$ cat src/uaf_regs.svh
/*
 * Register offsets, field positions, reset values and timing counts of the
 * queued serial transceiver status block.
 * Assumes inclusion by the package and by the core module only.
 */
`ifndef UAF_REGS_SVH
`define UAF_REGS_SVH

// ****************************************
// register offsets (byte address, 3-bit)
// ****************************************
`define UAF_ADDR_DATA   3'h0
`define UAF_ADDR_IER    3'h1
`define UAF_ADDR_IIR    3'h2
`define UAF_ADDR_LCFG   3'h3
`define UAF_ADDR_MCR    3'h4
`define UAF_ADDR_LSR    3'h5
`define UAF_ADDR_MSR    3'h6
`define UAF_ADDR_SCR    3'h7

// ****************************************
// field positions
// ****************************************
`define UAF_IER_RX      0
`define UAF_IER_TX      1
`define UAF_IER_LS      2
`define UAF_FCR_EN      0
`define UAF_FCR_RXCLR   1
`define UAF_FCR_TXCLR   2
`define UAF_FCR_TRIG_LO 6
`define UAF_FCR_TRIG_HI 7
`define UAF_MCR_AUX1    2
`define UAF_MCR_AUX2    3
`define UAF_MCR_LOOP    4

// ****************************************
// identification codes
// ****************************************
`define UAF_IIR_NONE    4'h1
`define UAF_IIR_LS      4'h6
`define UAF_IIR_RX      4'h4
`define UAF_IIR_TO      4'hC
`define UAF_IIR_TX      4'h2

// ****************************************
// trigger levels and timing counts
// ****************************************
`define UAF_TRIG_SEL_1  2'h0
`define UAF_TRIG_SEL_4  2'h1
`define UAF_TRIG_SEL_8  2'h2
`define UAF_TRIG_1      5'h01
`define UAF_TRIG_4      5'h04
`define UAF_TRIG_8      5'h08
`define UAF_TRIG_14     5'h0E
`define UAF_CHAR_BASE   4'h7
`define UAF_BIT_TICKS   10'h010
`define UAF_TO_CHARS    10'h004

// ****************************************
// reset values
// ****************************************
`define UAF_RST_IER     4'h0
`define UAF_RST_MCR     5'h00
`define UAF_RST_SCR     8'h00
`define UAF_RST_TRIG    2'h0

`endif

$ cat src/uaf_pkg.sv
/*
 * Types shared by the queued serial transceiver status block.
 * Assumes the register header sits in the same folder.
 */
package uaf_pkg;
    `include "uaf_regs.svh"

    typedef struct packed {
        logic       brk;
        logic       frm;
        logic       par;
        logic [7:0] data;
    } uaf_rx_char_t;

    typedef struct packed {
        logic       par_en;
        logic       two_stop;
        logic [1:0] wlen;
    } uaf_line_cfg_t;
endpackage

$ cat src/uaf_core.sv
/*
 * Queue, interrupt identification, timeout and line status logic of a
 * queued asynchronous serial transceiver, with modem upper status bits
 * and a scratch register.
 * Assumes an external serialiser on the same clock that pushes received
 * characters and takes transmit characters, and a 16x receiver baud clock
 * arriving on a pin.
 */
// Contract
// - status bit 6 reads inverted ring input, or aux output 1 in loopback.
// - status bit 7 reads inverted carrier input, or aux output 2 in loopback.
// - eight-bit scratch register, read and write, affects nothing else.
// - queued mode, rx irq enabled: data irq while fill at or above trigger.
// - identification shows data-available code exactly while trigger reached.
// - line status code 06 outranks received data code 04.
// - data ready sets on character entry, clears only when queue is empty.
// - timeout when queue nonempty and four character times without push or read.
// - character times counted on the receiver baud clock input.
// - active timeout cleared and timer restarted by one host read.
// - inactive timeout timer restarts on new character or host read.
// - transmit empty code 02 set on empty queue, cleared by write or read.
// - empty indication delayed one character less stop unless two bytes held.
// - first transmit interrupt after queue enable change is immediate.
// - timeout and trigger share data priority; tx empty shares holding priority.
// - clearing enables puts receiver and transmitter independently in polling.
// - polled error bits behave as usual; identification untouched without enable.
// - holding empty status bit set while transmit queue holds nothing.
// - transmitter empty bit set only when queue and shifter both empty.
// - queue error bit set while any stored character carries an error; the code sets it only in queued mode.
// - polling shows no trigger or timeout, queues still store characters.
// - trigger select 00,01,10,11 gives 1, 4, 8, 14 bytes.
// - timeout sets identification bit 3 with bit 2, only in queued mode.
// - rx enable bit gates both data-available and timeout interrupts.
`timescale 1ns/1ns
`include "uaf_regs.svh"

module uaf_core
    import uaf_pkg::*;
#(
    parameter int DEPTH = 16
) (
    input  wire logic                   clock,
    input  wire logic                   rst,
    input  wire logic [2:0]             reg_addr,
    input  wire logic [7:0]             reg_wdata,
    input  wire logic                   reg_wr,
    input  wire logic                   reg_rd,
    output      logic [7:0]             reg_rdata_q,
    input  wire logic                   rx_push,
    input  wire uaf_pkg::uaf_rx_char_t  rx_char,
    input  wire logic                   tx_take,
    input  wire logic                   tx_shift_empty,
    output      logic                   tx_valid_q,
    output      logic [7:0]             tx_data_q,
    output      uaf_pkg::uaf_line_cfg_t line_cfg_q,
    input  wire logic                   rclk_in,
    input  wire logic                   ring_indicate_in_n,
    input  wire logic                   carrier_detect_in_n,
    output      logic [1:0]             aux_out_n_q,
    output      logic                   loopback_q,
    output      logic                   irq_q
);
    import uaf_pkg::*;

    localparam int PW = $clog2(DEPTH);
    localparam int CW = PW + 1;

    // ****************************************
    // pin synchronisers: rclk, ring, carrier
    // ****************************************
    logic [2:0] sync1_q, sync2_q, sync3_q, lvl_q, lvl_d;
    logic       tick;

    always_comb begin
        lvl_d = lvl_q;
        for (int i = 0; i < 3; i++) begin
            if (sync2_q[i] == sync3_q[i]) begin
                lvl_d[i] = sync3_q[i];
            end
        end
    end

    always_ff @(posedge clock) begin
        if (rst) begin
            sync1_q <= 3'h6;
            sync2_q <= 3'h6;
            sync3_q <= 3'h6;
            lvl_q   <= 3'h6;
        end else begin
            sync1_q <= {carrier_detect_in_n, ring_indicate_in_n, rclk_in};
            sync2_q <= sync1_q;
            sync3_q <= sync2_q;
            lvl_q   <= lvl_d;
        end
    end

    // one tick per rising edge of the receiver baud clock
    assign tick = lvl_d[0] & ~lvl_q[0];

    // ****************************************
    // shared decode and derived values
    // ****************************************
    logic [3:0]      ier_q, ier_d;
    logic            fifo_en_q, fifo_en_d;
    logic [1:0]      trig_q, trig_d;
    logic [4:0]      mcr_q, mcr_d;
    logic [7:0]      scr_q, scr_d, rdata_d;
    uaf_line_cfg_t   lcfg_d;
    logic [1:0]      aux_d;
    logic            irq_d;
    logic            wr_data, rd_data, wr_fcr, rd_iir, rd_lsr, mode_chg;
    logic            rx_clr, tx_clr;
    logic [CW-1:0]   cap, trig_lvl;
    logic [3:0]      char_bits;
    logic [9:0]      char_ticks, to_limit;

    assign wr_data  = reg_wr && reg_addr == `UAF_ADDR_DATA;
    assign rd_data  = reg_rd && reg_addr == `UAF_ADDR_DATA;
    assign wr_fcr   = reg_wr && reg_addr == `UAF_ADDR_IIR;
    assign rd_iir   = reg_rd && reg_addr == `UAF_ADDR_IIR;
    assign rd_lsr   = reg_rd && reg_addr == `UAF_ADDR_LSR;
    // toggling queue mode flushes both queues
    assign mode_chg = wr_fcr && reg_wdata[`UAF_FCR_EN] != fifo_en_q;
    assign rx_clr   = mode_chg || (wr_fcr && reg_wdata[`UAF_FCR_EN]
                      && reg_wdata[`UAF_FCR_RXCLR]);
    assign tx_clr   = mode_chg || (wr_fcr && reg_wdata[`UAF_FCR_EN]
                      && reg_wdata[`UAF_FCR_TXCLR]);
    // compatibility mode behaves as a one-deep holding register
    assign cap = fifo_en_q ? CW'(DEPTH) : CW'(1);

    always_comb begin
        unique case (trig_q)
            `UAF_TRIG_SEL_1: trig_lvl = CW'(`UAF_TRIG_1);
            `UAF_TRIG_SEL_4: trig_lvl = CW'(`UAF_TRIG_4);
            `UAF_TRIG_SEL_8: trig_lvl = CW'(`UAF_TRIG_8);
            default:         trig_lvl = CW'(`UAF_TRIG_14);
        endcase
    end

    // second stop bit counts toward the character time
    assign char_bits  = `UAF_CHAR_BASE + {2'h0, line_cfg_q.wlen}
                      + {3'h0, line_cfg_q.two_stop} + {3'h0, line_cfg_q.par_en};
    assign char_ticks = 10'({6'h00, char_bits} * `UAF_BIT_TICKS);
    assign to_limit   = 10'(char_ticks * `UAF_TO_CHARS);

    // ****************************************
    // receive queue and timeout
    // ****************************************
    uaf_rx_char_t   rx_mem [DEPTH];
    logic [PW-1:0]  rx_wp_q, rx_wp_d, rx_rp_q, rx_rp_d;
    logic [CW-1:0]  rx_cnt_q, rx_cnt_d, rx_err_q, rx_err_d;
    logic           ovr_q, ovr_d, to_q, to_d;
    logic [9:0]     to_cnt_q, to_cnt_d;
    logic           rx_ok, rx_pop, rx_full, to_hit;
    uaf_rx_char_t   rx_head;

    assign rx_head = rx_mem[rx_rp_q];
    assign rx_full = rx_cnt_q >= cap;
    assign rx_ok   = rx_push && !rx_full;
    assign rx_pop  = rd_data && rx_cnt_q != '0;
    assign to_hit  = fifo_en_q && ier_q[`UAF_IER_RX] && rx_cnt_q != '0
                   && to_cnt_q >= to_limit;

    always_comb begin
        rx_wp_d  = rx_wp_q;
        rx_rp_d  = rx_rp_q;
        rx_cnt_d = rx_cnt_q;
        rx_err_d = rx_err_q;
        // a new overrun wins over the clearing status read
        ovr_d    = (rx_push && rx_full) || (ovr_q && !rd_lsr);
        if (rx_ok) begin
            rx_wp_d = PW'(rx_wp_q + 1'b1);
        end
        if (rx_pop) begin
            rx_rp_d = PW'(rx_rp_q + 1'b1);
        end
        rx_cnt_d = CW'(rx_cnt_q + CW'(rx_ok) - CW'(rx_pop));
        rx_err_d = CW'(rx_err_q + CW'(rx_ok && (rx_char.brk | rx_char.frm | rx_char.par))
                 - CW'(rx_pop && (rx_head.brk | rx_head.frm | rx_head.par)));
        if (rx_clr) begin
            rx_wp_d  = '0;
            rx_rp_d  = '0;
            rx_cnt_d = '0;
            rx_err_d = '0;
        end
        // timer restarts on any data read; a push restarts it only while no timeout is active
        to_cnt_d = to_cnt_q;
        if (rx_pop || (rx_ok && !to_q) || rx_cnt_q == '0) begin
            to_cnt_d = '0;
        end else if (tick && !to_hit) begin
            to_cnt_d = 10'(to_cnt_q + 1'b1);
        end
        to_d = (to_hit && !to_q) || (to_q && !rx_pop && !rx_clr);
        if (!fifo_en_q || !ier_q[`UAF_IER_RX]) begin
            to_d = 1'b0;
        end
    end

    always_ff @(posedge clock) begin
        if (rst) begin
            rx_wp_q  <= '0;
            rx_rp_q  <= '0;
            rx_cnt_q <= '0;
            rx_err_q <= '0;
            ovr_q    <= 1'b0;
            to_q     <= 1'b0;
            to_cnt_q <= '0;
        end else begin
            rx_wp_q  <= rx_wp_d;
            rx_rp_q  <= rx_rp_d;
            rx_cnt_q <= rx_cnt_d;
            rx_err_q <= rx_err_d;
            ovr_q    <= ovr_d;
            to_q     <= to_d;
            to_cnt_q <= to_cnt_d;
        end
        if (rx_ok) begin
            rx_mem[rx_wp_q] <= rx_char;
        end
    end

    // ****************************************
    // transmit queue and empty interrupt
    // ****************************************
    logic [7:0]     tx_mem [DEPTH];
    logic [PW-1:0]  tx_wp_q, tx_wp_d, tx_rp_q, tx_rp_d;
    logic [CW-1:0]  tx_cnt_q, tx_cnt_d;
    logic           two_q, two_d, first_q, first_d, tx_holding_empty_state_q, tx_holding_empty_state_d;
    logic           dly_run_q, dly_run_d, tx_valid_d;
    logic [9:0]     dly_q, dly_d;
    logic [7:0]     tx_data_d;
    logic           tx_ok, tx_pop, tx_emptied, immediate, dly_done, tx_iir_clr;
    logic [3:0]     iir_code;

    assign tx_ok      = wr_data && tx_cnt_q < cap;
    assign tx_pop     = tx_take && tx_valid_q && tx_cnt_q != '0;
    assign tx_emptied = tx_cnt_q != '0 && tx_cnt_d == '0;
    assign immediate  = !fifo_en_q || two_q || first_q;
    assign dly_done   = dly_run_q && tick && dly_q <= 10'h001;
    assign tx_iir_clr = rd_iir && iir_code == `UAF_IIR_TX;

    always_comb begin
        tx_wp_d  = tx_wp_q;
        tx_rp_d  = tx_rp_q;
        if (tx_ok) begin
            tx_wp_d = PW'(tx_wp_q + 1'b1);
        end
        if (tx_pop) begin
            tx_rp_d = PW'(tx_rp_q + 1'b1);
        end
        tx_cnt_d = CW'(tx_cnt_q + CW'(tx_ok) - CW'(tx_pop));
        if (tx_clr) begin
            tx_wp_d  = '0;
            tx_rp_d  = '0;
            tx_cnt_d = '0;
        end
        // a write into an empty queue is the head before memory shows it
        if (tx_ok && tx_rp_d == tx_wp_q) begin
            tx_data_d = reg_wdata;
        end else begin
            tx_data_d = tx_mem[tx_rp_d];
        end
        tx_valid_d = tx_cnt_d != '0;
        // two bytes held together since the queue last emptied
        two_d   = (two_q && !tx_emptied) || tx_cnt_d >= CW'(2);
        first_d = mode_chg || (first_q && !tx_holding_empty_state_d);
        dly_run_d = dly_run_q;
        dly_d     = dly_q;
        tx_holding_empty_state_d    = tx_holding_empty_state_q && !tx_ok && !tx_iir_clr;
        if (tx_emptied || mode_chg) begin
            if (immediate || mode_chg) begin
                tx_holding_empty_state_d    = 1'b1;
                dly_run_d = 1'b0;
            end else begin
                dly_run_d = 1'b1;
                dly_d     = 10'(char_ticks - `UAF_BIT_TICKS);
            end
        end else if (tx_ok) begin
            dly_run_d = 1'b0;
        end else if (dly_done) begin
            tx_holding_empty_state_d    = 1'b1;
            dly_run_d = 1'b0;
        end else if (dly_run_q && tick) begin
            dly_d = 10'(dly_q - 1'b1);
        end
        // enabling the interrupt with an empty queue and no delay running raises it at once
        if (reg_wr && reg_addr == `UAF_ADDR_IER && reg_wdata[`UAF_IER_TX]
            && !ier_q[`UAF_IER_TX] && tx_cnt_q == '0 && !dly_run_q) begin
            tx_holding_empty_state_d = 1'b1;
        end
    end

    always_ff @(posedge clock) begin
        if (rst) begin
            tx_wp_q    <= '0;
            tx_rp_q    <= '0;
            tx_cnt_q   <= '0;
            two_q      <= 1'b0;
            first_q    <= 1'b0;
            tx_holding_empty_state_q     <= 1'b0;
            dly_run_q  <= 1'b0;
            dly_q      <= '0;
            tx_valid_q <= 1'b0;
            tx_data_q  <= 8'h00;
        end else begin
            tx_wp_q    <= tx_wp_d;
            tx_rp_q    <= tx_rp_d;
            tx_cnt_q   <= tx_cnt_d;
            two_q      <= two_d;
            first_q    <= first_d;
            tx_holding_empty_state_q     <= tx_holding_empty_state_d;
            dly_run_q  <= dly_run_d;
            dly_q      <= dly_d;
            tx_valid_q <= tx_valid_d;
            tx_data_q  <= tx_data_d;
        end
        if (tx_ok) begin
            tx_mem[tx_wp_q] <= reg_wdata;
        end
    end

    // ****************************************
    // status, identification and register file
    // ****************************************
    logic [7:0] line_status_reg, msr, interrupt_id_reg;
    logic       rx_avail, ls_irq;

    // error bits follow the character at the head, polled or not
    always_comb begin
        line_status_reg    = 8'h00;
        line_status_reg[0] = rx_cnt_q != '0;
        line_status_reg[1] = ovr_q;
        line_status_reg[2] = line_status_reg[0] & rx_head.par;
        line_status_reg[3] = line_status_reg[0] & rx_head.frm;
        line_status_reg[4] = line_status_reg[0] & rx_head.brk;
        line_status_reg[5] = tx_cnt_q == '0;
        line_status_reg[6] = line_status_reg[5] && tx_shift_empty;
        line_status_reg[7] = fifo_en_q && rx_err_q != '0;
    end

    always_comb begin
        msr    = 8'h00;
        msr[6] = mcr_q[`UAF_MCR_LOOP] ? mcr_q[`UAF_MCR_AUX1] : ~lvl_q[1];
        msr[7] = mcr_q[`UAF_MCR_LOOP] ? mcr_q[`UAF_MCR_AUX2] : ~lvl_q[2];
    end

    assign rx_avail = ier_q[`UAF_IER_RX] && (fifo_en_q ? rx_cnt_q >= trig_lvl
                      : rx_cnt_q != '0);
    assign ls_irq   = ier_q[`UAF_IER_LS] && |line_status_reg[4:1];

    always_comb begin
        if (ls_irq) begin
            iir_code = `UAF_IIR_LS;
        end else if (to_q) begin
            iir_code = `UAF_IIR_TO;
        end else if (rx_avail) begin
            iir_code = `UAF_IIR_RX;
        end else if (tx_holding_empty_state_q && ier_q[`UAF_IER_TX]) begin
            iir_code = `UAF_IIR_TX;
        end else begin
            iir_code = `UAF_IIR_NONE;
        end
    end

    assign interrupt_id_reg = {fifo_en_q, fifo_en_q, 2'b00, iir_code};

    always_comb begin
        ier_d     = ier_q;
        fifo_en_d = fifo_en_q;
        trig_d    = trig_q;
        lcfg_d    = line_cfg_q;
        mcr_d     = mcr_q;
        scr_d     = scr_q;
        if (reg_wr) begin
            unique case (reg_addr)
                `UAF_ADDR_IER:  ier_d  = reg_wdata[3:0];
                `UAF_ADDR_IIR: begin
                    fifo_en_d = reg_wdata[`UAF_FCR_EN];
                    // the other control bits need the enable bit set
                    if (reg_wdata[`UAF_FCR_EN]) begin
                        trig_d = reg_wdata[`UAF_FCR_TRIG_HI:`UAF_FCR_TRIG_LO];
                    end
                end
                `UAF_ADDR_LCFG: lcfg_d = reg_wdata[3:0];
                `UAF_ADDR_MCR:  mcr_d  = reg_wdata[4:0];
                `UAF_ADDR_SCR:  scr_d  = reg_wdata;
                default: ;
            endcase
        end
        rdata_d = 8'h00;
        if (reg_rd) begin
            unique case (reg_addr)
                `UAF_ADDR_DATA: rdata_d = rx_head.data;
                `UAF_ADDR_IER:  rdata_d = {4'h0, ier_q};
                `UAF_ADDR_IIR:  rdata_d = interrupt_id_reg;
                `UAF_ADDR_LCFG: rdata_d = {4'h0, line_cfg_q};
                `UAF_ADDR_MCR:  rdata_d = {3'h0, mcr_q};
                `UAF_ADDR_LSR:  rdata_d = line_status_reg;
                `UAF_ADDR_MSR:  rdata_d = msr;
                default:        rdata_d = scr_q;
            endcase
        end
        aux_d = mcr_q[`UAF_MCR_LOOP] ? 2'b11 : ~mcr_q[`UAF_MCR_AUX2:`UAF_MCR_AUX1];
        irq_d = iir_code != `UAF_IIR_NONE;
    end

    always_ff @(posedge clock) begin
        if (rst) begin
            ier_q       <= `UAF_RST_IER;
            fifo_en_q   <= 1'b0;
            trig_q      <= `UAF_RST_TRIG;
            line_cfg_q  <= '0;
            mcr_q       <= `UAF_RST_MCR;
            scr_q       <= `UAF_RST_SCR;
            reg_rdata_q <= 8'h00;
            aux_out_n_q <= 2'b11;
            loopback_q  <= 1'b0;
            irq_q       <= 1'b0;
        end else begin
            ier_q       <= ier_d;
            fifo_en_q   <= fifo_en_d;
            trig_q      <= trig_d;
            line_cfg_q  <= lcfg_d;
            mcr_q       <= mcr_d;
            scr_q       <= scr_d;
            reg_rdata_q <= rdata_d;
            aux_out_n_q <= aux_d;
            loopback_q  <= mcr_q[`UAF_MCR_LOOP];
            irq_q       <= irq_d;
        end
    end

endmodule

$ cat config.mk
export PLATFORM = sky130hd
export DESIGN_NAME = uaf_core
export DESIGN_NICKNAME = d
export VERILOG_FILES = /design/src/uaf_pkg.sv /design/src/uaf_core.sv
export VERILOG_INCLUDE_DIRS = /design/src
export SDC_FILE = /design/constraint.sdc
export NUM_CORES = 1
export LEC_CHECK = 0
export ABC_AREA = 1
export BUFFER_PORTS_ARGS = -buffer_cell sky130_fd_sc_hd__buf_2
export CAP_MARGIN = 0
export CORE_MARGIN = 2
export CORE_UTILIZATION = 42
export DETAILED_ROUTE_END_ITERATION = 8
export MAX_ROUTING_LAYER = met4
export PLACE_DENSITY = 0.62
export SYNTH_ARGS = -nofsm -noshare
export SYNTH_HDL_FRONTEND = slang
export SYNTH_SLANG_ARGS = --single-unit
$ cat constraint.sdc
create_clock -name clock -period 9.3 [get_ports clock]
set_input_delay 0.465 -clock clock [delete_from_list [all_inputs] [get_ports clock]]
set_output_delay 0.465 -clock clock [all_outputs]
set_load 0.02 [all_outputs]
**Yosys cells after proc, flatten, opt, wreduce, memory -nomap -nowiden**

Memories as Yosys holds them, arrays and structs flattened. A register that Yosys moved wholly into a read port is not among the register bits.
Index checks and enable logic that the tools add are counted.
W data, S select, Z words.

- Memories: 2
- Flip-flop bits (word level): 106
- Logic and storage cells: 219
- Output and inout port bits: 25
- RAM bits: 304

- Reductions and logical operators: 96
- Bitwise gates (word level): 13
- Equal/unequal tests: 18
- Muxes and demuxes: 34
- Order comparisons: 6
- Add/sub/neg operators: 16

Memory list:

| name | depth | width | read ports | clocked after Yosys merged registers in | write ports | RTL line | RTL |
|---|---|---|---|---|---|---|---|
| rx_mem | 16 | 11 | 1 | 1 | 1 | uaf_core.sv:149 | `uaf_rx_char_t rx_mem [DEPTH];` |
| tx_mem | 16 | 8 | 1 | 1 | 1 | uaf_core.sv:225 | `logic [7:0] tx_mem [DEPTH];` |

Operator list:

| cell | count |
|---|---|
| $pmux W8 S7 | 1 |
| $mux W10 | 5 |
| $logic_and A1 B1 Y1 | 44 |
| $mux W4 | 6 |
| $reduce_bool A5 Y1 | 4 |
| $mux W1 | 17 |
| $add A4 B1 Y4 const B | 4 |
| $add A5 B1 Y5 | 3 |
| $logic_not A5 Y1 | 3 |
| $sub A5 B1 Y5 | 3 |
| $logic_not A1 Y1 | 14 |
| $logic_or A1 B1 Y1 | 13 |
| $eq A3 B3 Y1 const B | 4 |
| $pmux W4 S3 | 1 |
| $reduce_or A2 Y1 | 6 |
| $add A10 B1 Y10 const B | 1 |
| $ge A10 B10 Y1 | 1 |
| $ge A5 B5 Y1 | 2 |
| $le A10 B1 Y1 const B | 1 |
| $mux W5 | 2 |
| $reduce_and A2 Y1 | 5 |
| $sub A10 B1 Y10 const B | 1 |
| $sub A8 B5 Y9 const B | 1 |
| $add A4 B1 Y4 | 2 |
| 26 further kinds | 39 |

**Depth between registers and ports, before layout**

Gate-level depths: netlist of run 1.

- Word-level depth: 19
- Depth in mapped cells: 23
- Gate-level depth less buffers: 22

**Worst setup path before layout of run 1**

OpenSTA, ideal clock, no wires.

- Path type: register -> register
- From: register fifo_en_q
- To: register dly_q[4]
- Library setup time: 116 ps
- Path buffers: 2
- Slack: 5966 ps
- Arrival: 3218 ps
- Cell stages (with the launch flop): 21
- Cells stage by stage: dfxtp_1 clkbuf_2 inv_1 ha_1 nor3_1 nand2_1 ha_1 inv_1 ha_1 fa_1 nand3_1 nand2_1 xor2_1 nand2_1 o21ai_2 nand4_2 nand2_1 nand2_2 buf_6 o21ai_0 nor2_1

- Word-level cells in the longest chain between the ends: 11
- Elaborated cells on any way between the ends: 22
- Those cells by class: 2 x add/sub; 1 x order compare; 4 x eq/ne; 3 x mux; 12 x reduce/logical

Ends and longest elaborated chain:

| what | RTL line | RTL |
|---|---|---|
| start: declaration | uaf_core.sv:104 | `logic fifo_en_q, fifo_en_d;` |
| start signal: assignment | uaf_core.sv:421 | `fifo_en_q <= fifo_en_d;` |
| $mux W5 | uaf_core.sv:129 | `assign cap = fifo_en_q ? CW'(DEPTH) : CW'(1);` |
| $lt A5 B5 Y1 | uaf_core.sv:235 | `assign tx_ok = wr_data && tx_cnt_q < cap;` |
| $logic_and A1 B1 Y1 | uaf_core.sv:235 |  |
| $add A5 B1 Y5 | uaf_core.sv:251 | `tx_cnt_d = CW'(tx_cnt_q + CW'(tx_ok) - CW'(tx_pop));` |
| $sub A5 B1 Y5 | uaf_core.sv:251 |  |
| $mux W5 | uaf_core.sv:252 | `if (tx_clr) begin` |
| $logic_not A5 Y1 | uaf_core.sv:237 | `assign tx_emptied = tx_cnt_q != '0 && tx_cnt_d == '0;` |
| $logic_and A1 B1 Y1 | uaf_core.sv:237 |  |
| $logic_or A1 B1 Y1 | uaf_core.sv:270 | `if (tx_emptied \|\| mode_chg) begin` |
| $ne A2 B2 Y1 (no line), or another cell as far along | - |  |
| $reduce_and A4 Y1 (no line) | - |  |
| end signal: assignment | uaf_core.sv:313 | `dly_q <= dly_d;` |
| end: declaration | uaf_core.sv:230 | `logic [9:0] dly_q, dly_d;` |

Several ways; a longest one is shown, not always the timed one.
A chain may end at the register's enable or synchronous reset.

**Worst setup path in the final report of run 1**

- From: register fifo_en_q
- To: register dly_q[1]

Same word-level chain as after synthesis.

==> results of run 1 <==
area by class of cell:
class / count / area, um2
clock buffers: 56 / 1189
clock inverters: 26 / 319.1
fillers: 3909 / 22300
inverters: 169 / 635.6
multi-input cells: 1118 / 5871
flip-flops and latches: 422 / 11490
well taps: 585 / 732.0
repair buffers: 78 / 445.4
worst max path at each step:
stage	slack [ns]	from	end
after CTS	5.19	fifo_en_q$_SDFFE_PP0P_	dly_q[1]$_SDFFE_PP0P_
after global routing	4.85	fifo_en_q$_SDFFE_PP0P_	dly_q[0]$_SDFFE_PP0P_
final	5.15	fifo_en_q$_SDFFE_PP0P_	dly_q[1]$_SDFFE_PP0P_
after detailed placement	5.22	fifo_en_q$_SDFFE_PP0P_	dly_q[1]$_SDFFE_PP0P_
after floorplan	5.97	fifo_en_q$_SDFFE_PP0P_	dly_q[4]$_SDFFE_PP0P_
after global placement	5.21	fifo_en_q$_SDFFE_PP0P_	dly_q[3]$_SDFFE_PP0P_
power by group through the flow:
stage                     Sequential (W)  Clock [W]  Combinational [W]
after floorplan                  0.00222          0           0.000799
after global placement           0.00221          0            0.00111
after detailed placement         0.00221          0            0.00113
after CTS                        0.00217    0.00186            0.00113
after global routing             0.00218    0.00193            0.00129
final                            0.00217    0.00182            0.00113
stage by stage:
stage / total power [W] / cell area [um2] / util, % / setup slack, ns / hold slack, ns
floorplan: 0.003019 / 18280 / - / 5.966 / 0.3781
global placement: 0.003321 / 19180 / 44.61 / 5.213 / 0.3962
detailed placement: 0.003341 / 19180 / 44.61 / 5.224 / 0.3975
CTS: 0.005161 / 20680 / 48.12 / 5.188 / 0.05150
global route: 0.005402 / 20680 / 48.12 / 4.855 / 0.06499
finish: 0.005118 / 20680 / 48.12 / 5.148 / 0.07916
cell usage in the layout, fill, tap and decap left out, types with 6 or more instances in the layout:
cell and count:
edfxtp_1 304, nor3_1 18, o211ai_1 42, xnor2_1 6
o221ai_1 14, nor4_1 10, nand4_1 10, inv_2 7
a21oi_1 73, nand3_1 89, clkbuf_16 46, or2_2 11
buf_2 56, dfxtp_1 117, ha_1 52, o21ai_0 182
nor2_1 286, inv_1 160, nand2_1 236, o22ai_1 20
clkinv_2 10, buf_4 22, bufinv_16 6, xor2_1 16
clkbuf_1 10
registers in the layout (all words and copies together), names as in the netlist, 5 cells and up, named ones only:
register and cells:
rx_mem 176, tx_mem 128, dly_q 10, to_cnt_q 10, reg_rdata_q 8, scr_q 8, tx_data_q 8, mcr_q 5
rx_cnt_q 5, rx_err_q 5, tx_cnt_q 5
cells by family (layout without fill, tap and decap cells):
family / after synthesis / in the layout / synth area share (%)
buffers and inverters: 239 / 329 / 5.079
xor gates and xnor gates: 22 / 22 / 1.054
AOI/OAI and AO/OA: 361 / 361 / 11.43
DFF: 422 / 422 / 62.87
and+or+nand+nor: 679 / 679 / 15.57
adders and majority gates: 56 / 56 / 3.998
worst max-delay path: stages, from the launching register on:
cell	delay, ns
dfxtp_1	0.55
inv_1	0.26
ha_1	0.27
nor3_1	0.16
nand2_1	0.24
ha_1	0.36
inv_1	0.04
ha_1	0.20
fa_1	0.41
nand3_1	0.11
nand2_1	0.07
xor2_1	0.16
nand2_1	0.08
o21ai_2	0.22
nand3_2	0.15
nand4_1	0.15
nand2_2	0.09
nand2_2	0.23
inv_2	0.12
nand2_1	0.08
a21oi_1	0.06
routing by layer:
layer	vias up	GRT usage, %
li1	6270	-
met1	6111	26.48
met2	408	32.12
met3	87	3.072
met4	0	7.958
met5	-	-
==> impl_metrics.tcl, run 1 <==
set metrics [dict create \
    status "complete, no violations" \
    internal_power_w 0.003553 \
    yosys-top-cells-area "edfxtp_1 (50%), dfxtp_1 (13%), nor2_1 (5.9%)" \
    hold_buffers 0 \
    setup_violations 0 \
    ys_ff_latch 422 \
    async_flop_share_pct 0 \
    area_growth_pct 13.16 \
    setup_tns_ns 0 \
    startpoint_type "flop" \
    synthCells 1779 \
    max_slew_margin_pct 19.50 \
    drc 0 \
    switchingPower_w 0.001565 \
    min_period_over_period_pct 44.64 \
    grt_pass1_wl_um 68340 \
    numClockSinks 422 \
    postRouteAntennaNets 0 \
    hold_viol 0 \
    track_usage_pct 20.32 \
    cts_buffer_depth 3 \
    nNetsFinal 1921 \
    path_clk_slew_ns 0.06 \
    synth_nets 1867 \
    synth_enable_flop_cells 304 \
    min_from "carrier_detect_in_n" \
    fin_crit_ns 4.152 \
    die_area_um2 45200 \
    post_cts_resized 0 \
    power_density_nw_per_um2 247.4 \
    antenna_found_initial 0 \
    ys_types 52 \
    ir_drop_uv 169.8 \
    start_util_pct 42.52 \
    skew_ns 0.01895 \
    place_hpwl_um 28270 \
    grt_overflow 0 \
    p_seq_share_pct 42.4 \
    cp_data_required_time_ns 9.72 \
    core_um2 42980 \
    clock.fmax_ghz 0.2409 \
    syn_area_um2 18280 \
    die_w_um 212.6 \
    netlist.area_leader.share_pct 49.95 \
    drt_iter0_drc 1198 \
    cts_made_buffers 44 \
    p_leak_nw 7.692 \
    portBuffers 56 \
    synth_ff_type "edfxtp_1" \
    wl_met2_um 20320 \
    std_cell_rows 76 \
    wl_met1_um 19450 \
    maxCapViolations 0 \
    r2r-start "fifo_en_q$_SDFFE_PP0P_" \
    worstRegToRegCells 20 \
    endpoint_kind "flop" \
    sw_frac_of_total_pct 30.58 \
    globalplace.congestion 0.8770 \
    cts_tree "built" \
    timing.reg2reg.setup_slack_ns 5.15 \
    grt_pass1_vias 12280 \
    slew_violations 0 \
    cts_htree_levels 2 \
    final_cells 2454 \
    final_layout_size_suffix_gt1_share_pct 9.845 \
    ys_seq_area_share_pct 62.87 \
    yosysWarnings 0 \
    pin_count 57 \
    rsz0062_at_grt "no" \
    synth_top_area_cell "edfxtp_1" \
    worstHoldPathType "in -> reg" \
    comb_power_share_pct 22.0 \
    hold_end "sync1_q[2]$_SDFF_PP1_" \
    dr.pass1.iters 5 \
    n_antenna_cell 0 \
    routed.top_layer "met4" \
    rr_endpoint "dly_q[1]$_SDFFE_PP0P_" \
    cts_setup_buffers 0 \
    wl_met3_um 2773 \
    grt_max_degree 90 \
    routed_wl_um 43940 \
    hold_depth 2 \
    synth_area_per_cell_um2 10.27 \
    cts_root_buffer "clkbuf_16" \
    path_class "reg -> reg" \
    vias_per_cell 5.247 \
    p_clk_share_pct 35.6 \
    ys_top_cells_by_count "edfxtp_1 (304), nor2_1 (287), nand2_1 (236), o21ai_0 (182), inv_1 (160)" \
    crit_fanout 13 \
    synth.most_common_cell "edfxtp_1" \
    vias 12880 \
    wl_per_cell_um 17.90 \
    place_inst 2372 \
    clk_latency_ns 0.59 \
    worst_pin_slew_ns 1.203 \
    die_h_um 212.6 \
    worstPathArrival_ns 4.57 \
]
(Power assumes the default switching activity.)
==> inputs of run 2 (changes only) <==
--- a/config.mk
+++ b/config.mk
@@ -6,14 +6,14 @@
 export SDC_FILE = /design/constraint.sdc
 export NUM_CORES = 1
 export LEC_CHECK = 0
-export ABC_AREA = 1
+export ABC_AREA = 0
 export BUFFER_PORTS_ARGS = -buffer_cell sky130_fd_sc_hd__buf_2
 export CAP_MARGIN = 0
 export CORE_MARGIN = 2
 export CORE_UTILIZATION = 42
 export DETAILED_ROUTE_END_ITERATION = 8
 export MAX_ROUTING_LAYER = met4
-export PLACE_DENSITY = 0.62
+export PLACE_DENSITY = 0.64
 export SYNTH_ARGS = -nofsm -noshare
 export SYNTH_HDL_FRONTEND = slang
 export SYNTH_SLANG_ARGS = --single-unit
==> constraint.sdc (replaced) <==
create_clock -name clock -period 3.6 [get_ports clock]
set_input_delay 0.18 -clock clock [delete_from_list [all_inputs] [get_ports clock]]
set_output_delay 0.18 -clock clock [all_outputs]
set_load 0.02 [all_outputs]
==> run 2 against run 1 <==
Compared with the run above:
- die area down 3.7%
- area after synthesis fell by 3.7%
- final cell count decreased by 22%
- hold slack got worse by 0.0067 ns
- routed wire length shrank 11%
- clock power up 140%
- core utilization up 2.2 points
- non-clock buffer count increased by 66
- clock skew increased by 0.0027 ns
- sequential cell count stayed put
- maximum frequency is 20% higher
- clock-buffer cell count grew 4
- largest cell class unchanged
- highest routed layer unchanged
==> impl_metrics.tcl, run 2 <==
set metrics [dict create \
    status "complete, no violations" \
    hold_end "tx_mem[0][4]$_DFFE_PP_" \
    crit_fanout 6 \
    vias 10480 \
    grt_busiest_layer "met2" \
    synth.most_common_cell "edfxtp_1" \
    grt_max_degree 48 \
    netlist.area_leader.share_pct 51.88 \
    use_met1_pct 24.66 \
    synth_ff_type "edfxtp_1" \
    power_density_nw_per_um2 605.9 \
    min_period_over_period_pct 96.09 \
    die_h_um 208.7 \
    cts_tree "built" \
    cts_made_buffers 44 \
    hold_depth 1 \
    synthSimpleGateAreaFrac_pct 8.036 \
    slew_violations 0 \
    hold_viol 0 \
    startpoint_type "flop" \
    synth_enable_flop_cells 304 \
    worstRegToRegCells 19 \
    portBuffers 56 \
    synth_area_per_cell_um2 14.67 \
    cts_buffer_depth 3 \
    p_leak_nw 7.145 \
    placed_area_um2 18920 \
    ys_top_cells_by_count "edfxtp_1 (304), dfxtp_1 (118), nor2_1 (117), mux4_2 (85), nand2_1 (68)" \
    hold_slack_ns 0.07250 \
    synth_top_area_cell "edfxtp_1" \
    endpoint_kind "flop" \
    met2_usage_pct 30.11 \
    clock.fmax_ghz 0.2891 \
    n_fill_cell 3465 \
    crit_start "tx_cnt_q[2]$_SDFF_PP0_" \
    cts_root_buffer "clkbuf_16" \
    final_common_cell "edfxtp_1" \
    synthXorXnorAreaFrac_pct 1.892 \
    regArea_um2 11500 \
    cts_htree_levels 2 \
    use_met3_pct 3.998 \
    grt_pass1_vias 10700 \
    largest_reg_flops 176 \
    timing.reg2reg.setup_slack_ns 0.14 \
    rr_endpoint "dly_q[5]$_SDFFE_PP0P_" \
    numClockSinks 422 \
    maxCapViolations 0 \
    max_slew_margin_pct 40.00 \
    synthCells 1199 \
    place_ws_ns -0.04072 \
    path_class "reg -> reg" \
    async_flop_share_pct 0 \
    ys_ff_latch 422 \
    yosysWarnings 0 \
    die_w_um 208.7 \
    std_cell_rows 74 \
    yosys-top-cells-area "edfxtp_1 (52%), dfxtp_1 (13%), mux4_2 (11%)" \
    place_inst 1800 \
    start_util_pct 42.80 \
    grt_pass1_wl_um 61350 \
    synthMuxAreaShare_pct 11.85 \
    track_usage_pct 18.96 \
    ir_drop_uv 439.8 \
    nNetsFinal 1427 \
    worstHoldPathType "in -> reg" \
    vias_per_cell 5.493 \
    drt_iter0_drc 707 \
    syn_area_um2 17590 \
    setup_violations 0 \
    ys_seq_area_share_pct 65.31 \
    final_layout_size_suffix_gt1_share_pct 23.53 \
    worst_pin_slew_ns 0.8966 \
    drc 0 \
    top_register "rx_mem" \
    clk_latency_ns 0.58 \
    grt_overflow 0 \
    globalplace.congestion 0.8547 \
    area_growth_pct 17.52 \
    die_area_um2 43550 \
    postRouteAntennaNets 0 \
    final_util_pct 50.30 \
    place_hpwl_um 26020 \
    final_cell_mix "edfxtp_1 (304), nor2_1 (116), dfxtp_1 (113), mux4_2 (85), nand2_1 (68)" \
    ys_types 64 \
    antenna_found_initial 3 \
    fin_ws_ns 0.1409 \
    dr.pass1.iters 5 \
    design_area_um2 20680 \
    fin_crit_ns 3.459 \
    cp_data_required_time_ns 4.10 \
    r2r-start "tx_cnt_q[2]$_SDFF_PP0_" \
    worstPathArrival_ns 3.95 \
    path_clk_slew_ns 0.06 \
    synth_top_family_by_area "multiplexers" \
    reg.largest.list "rx_mem: 176 flops, tx_mem: 128 flops" \
    min_from "reg_wdata[4]" \
    synth-compound-area-share_pct 6.286 \
    synth_nets 1287 \
    core_um2 41110 \
    skew_ns 0.02162 \
    yosys.area_share.adder_pct 4.153 \
    wl_per_cell_um 20.56 \
    routed_wl_um 39230 \
    final_cells 1908 \
    pin_count 57 \
    multi_input_area_um2 5816 \
]
[run 2: cell count changes in the layout (fill, tap and decap cells not counted), moves of 17 or more]
cell and delta:
a21oi_1 -26, buf_4 +39, dlygate4sd3_1 +21, inv_1 -110
mux2i_1 +17, mux4_2 +85, nand2_1 -168, nand3_1 -73
nor2_1 -170, o211ai_1 -39, o21ai_0 -159, o22ai_1 -19
[run 2: metal layers]
layer	routed length [um]	up-vias
li1	-	4839
met1	17240	5287
met2	18710	277
met3	2318	77
met4	960	0
met5	0	-
[run 2: repair_timing]
action | 4_1_cts | 5_1_grt
setup endpoints to repair | 1 | 12
hold buffers | 21 | 0
gates cloned | 0 | 0
buffers inserted | 0 | 4
resized for setup | 3 | 26
hold endpoints to repair | 201 | 0
pin swaps | 0 | 10
[run 2: power breakdown]
part           leakage [nW]  total, W  internal, W  switching [W]
logic                  2.75   0.00254      0.00115        0.00139
clock network         0.698   0.00444      0.00256        0.00188
registers              3.70   0.00555      0.00543       0.000123
[run 2: cell type report]
type                    count  share of cell area (%)
well taps                 532                   3.219
diodes                      3                 0.03631
flip-flops and latches    422                   55.62
multi-input cells         667                   28.13
clock inverters            20                  0.9138
inverters                  60                   1.089
clock buffers              60                   5.955
repair buffers            144                   5.041
[run 2: worst max-delay path by stage]
stage / slack, ns / to
after floorplan: 0.004 / dly_q[6]$_SDFFE_PP0P_
after global placement: -0.0007 / rx_err_q[4]$_SDFF_PP0_
after detailed placement: -0.04 / rx_err_q[4]$_SDFF_PP0_
after CTS: 0.002 / dly_q[5]$_SDFFE_PP0P_
after global routing: -0.02 / dly_q[4]$_SDFFE_PP0P_
final: 0.14 / dly_q[5]$_SDFFE_PP0P_
[run 2: per-stage QoR]
| stage | total power, W | TNS, ns |
|---|---|---|
| 2_1_floorplan | 0.007339 | 0 |
| 3_3_place_gp | 0.008040 | -0.0006577 |
| 3_5_place_dp | 0.008083 | -0.04072 |
| 4_1_cts | 0.01256 | 0 |
| 5_1_grt | 0.01310 | -0.09447 |
| 6_report | 0.01253 | 0 |
[run 2: worst max-delay path, stage by stage, from the launching register on]
cell and delay [ns]:
dfxtp_2 0.33, inv_2 0.05, ha_1 0.17, o21ai_1 0.07, nand3_1 0.12, a21oi_2 0.19
inv_2 0.07, ha_4 0.26, inv_2 0.04, ha_4 0.15, fa_2 0.39, nand2b_1 0.10
a21oi_2 0.06, o21a_1 0.17, o2111a_2 0.28, o2111a_2 0.30, a41oi_4 0.23, buf_6 0.17
o21ai_2 0.06, a21oi_1 0.14
[run 2: logic make-up (layout without fill, tap and decap cells)]
group | count (synthesis) | in the layout
XOR/XNOR | 38 | 38
adder cells (fa/ha/maj) | 56 | 56
AO/OA/AOI/OAI | 171 | 171
buffers and inverters | 110 | 284
multiplexers | 102 | 102
other | 0 | 3
AND/OR/NAND/NOR | 300 | 300
flip-flops | 422 | 422
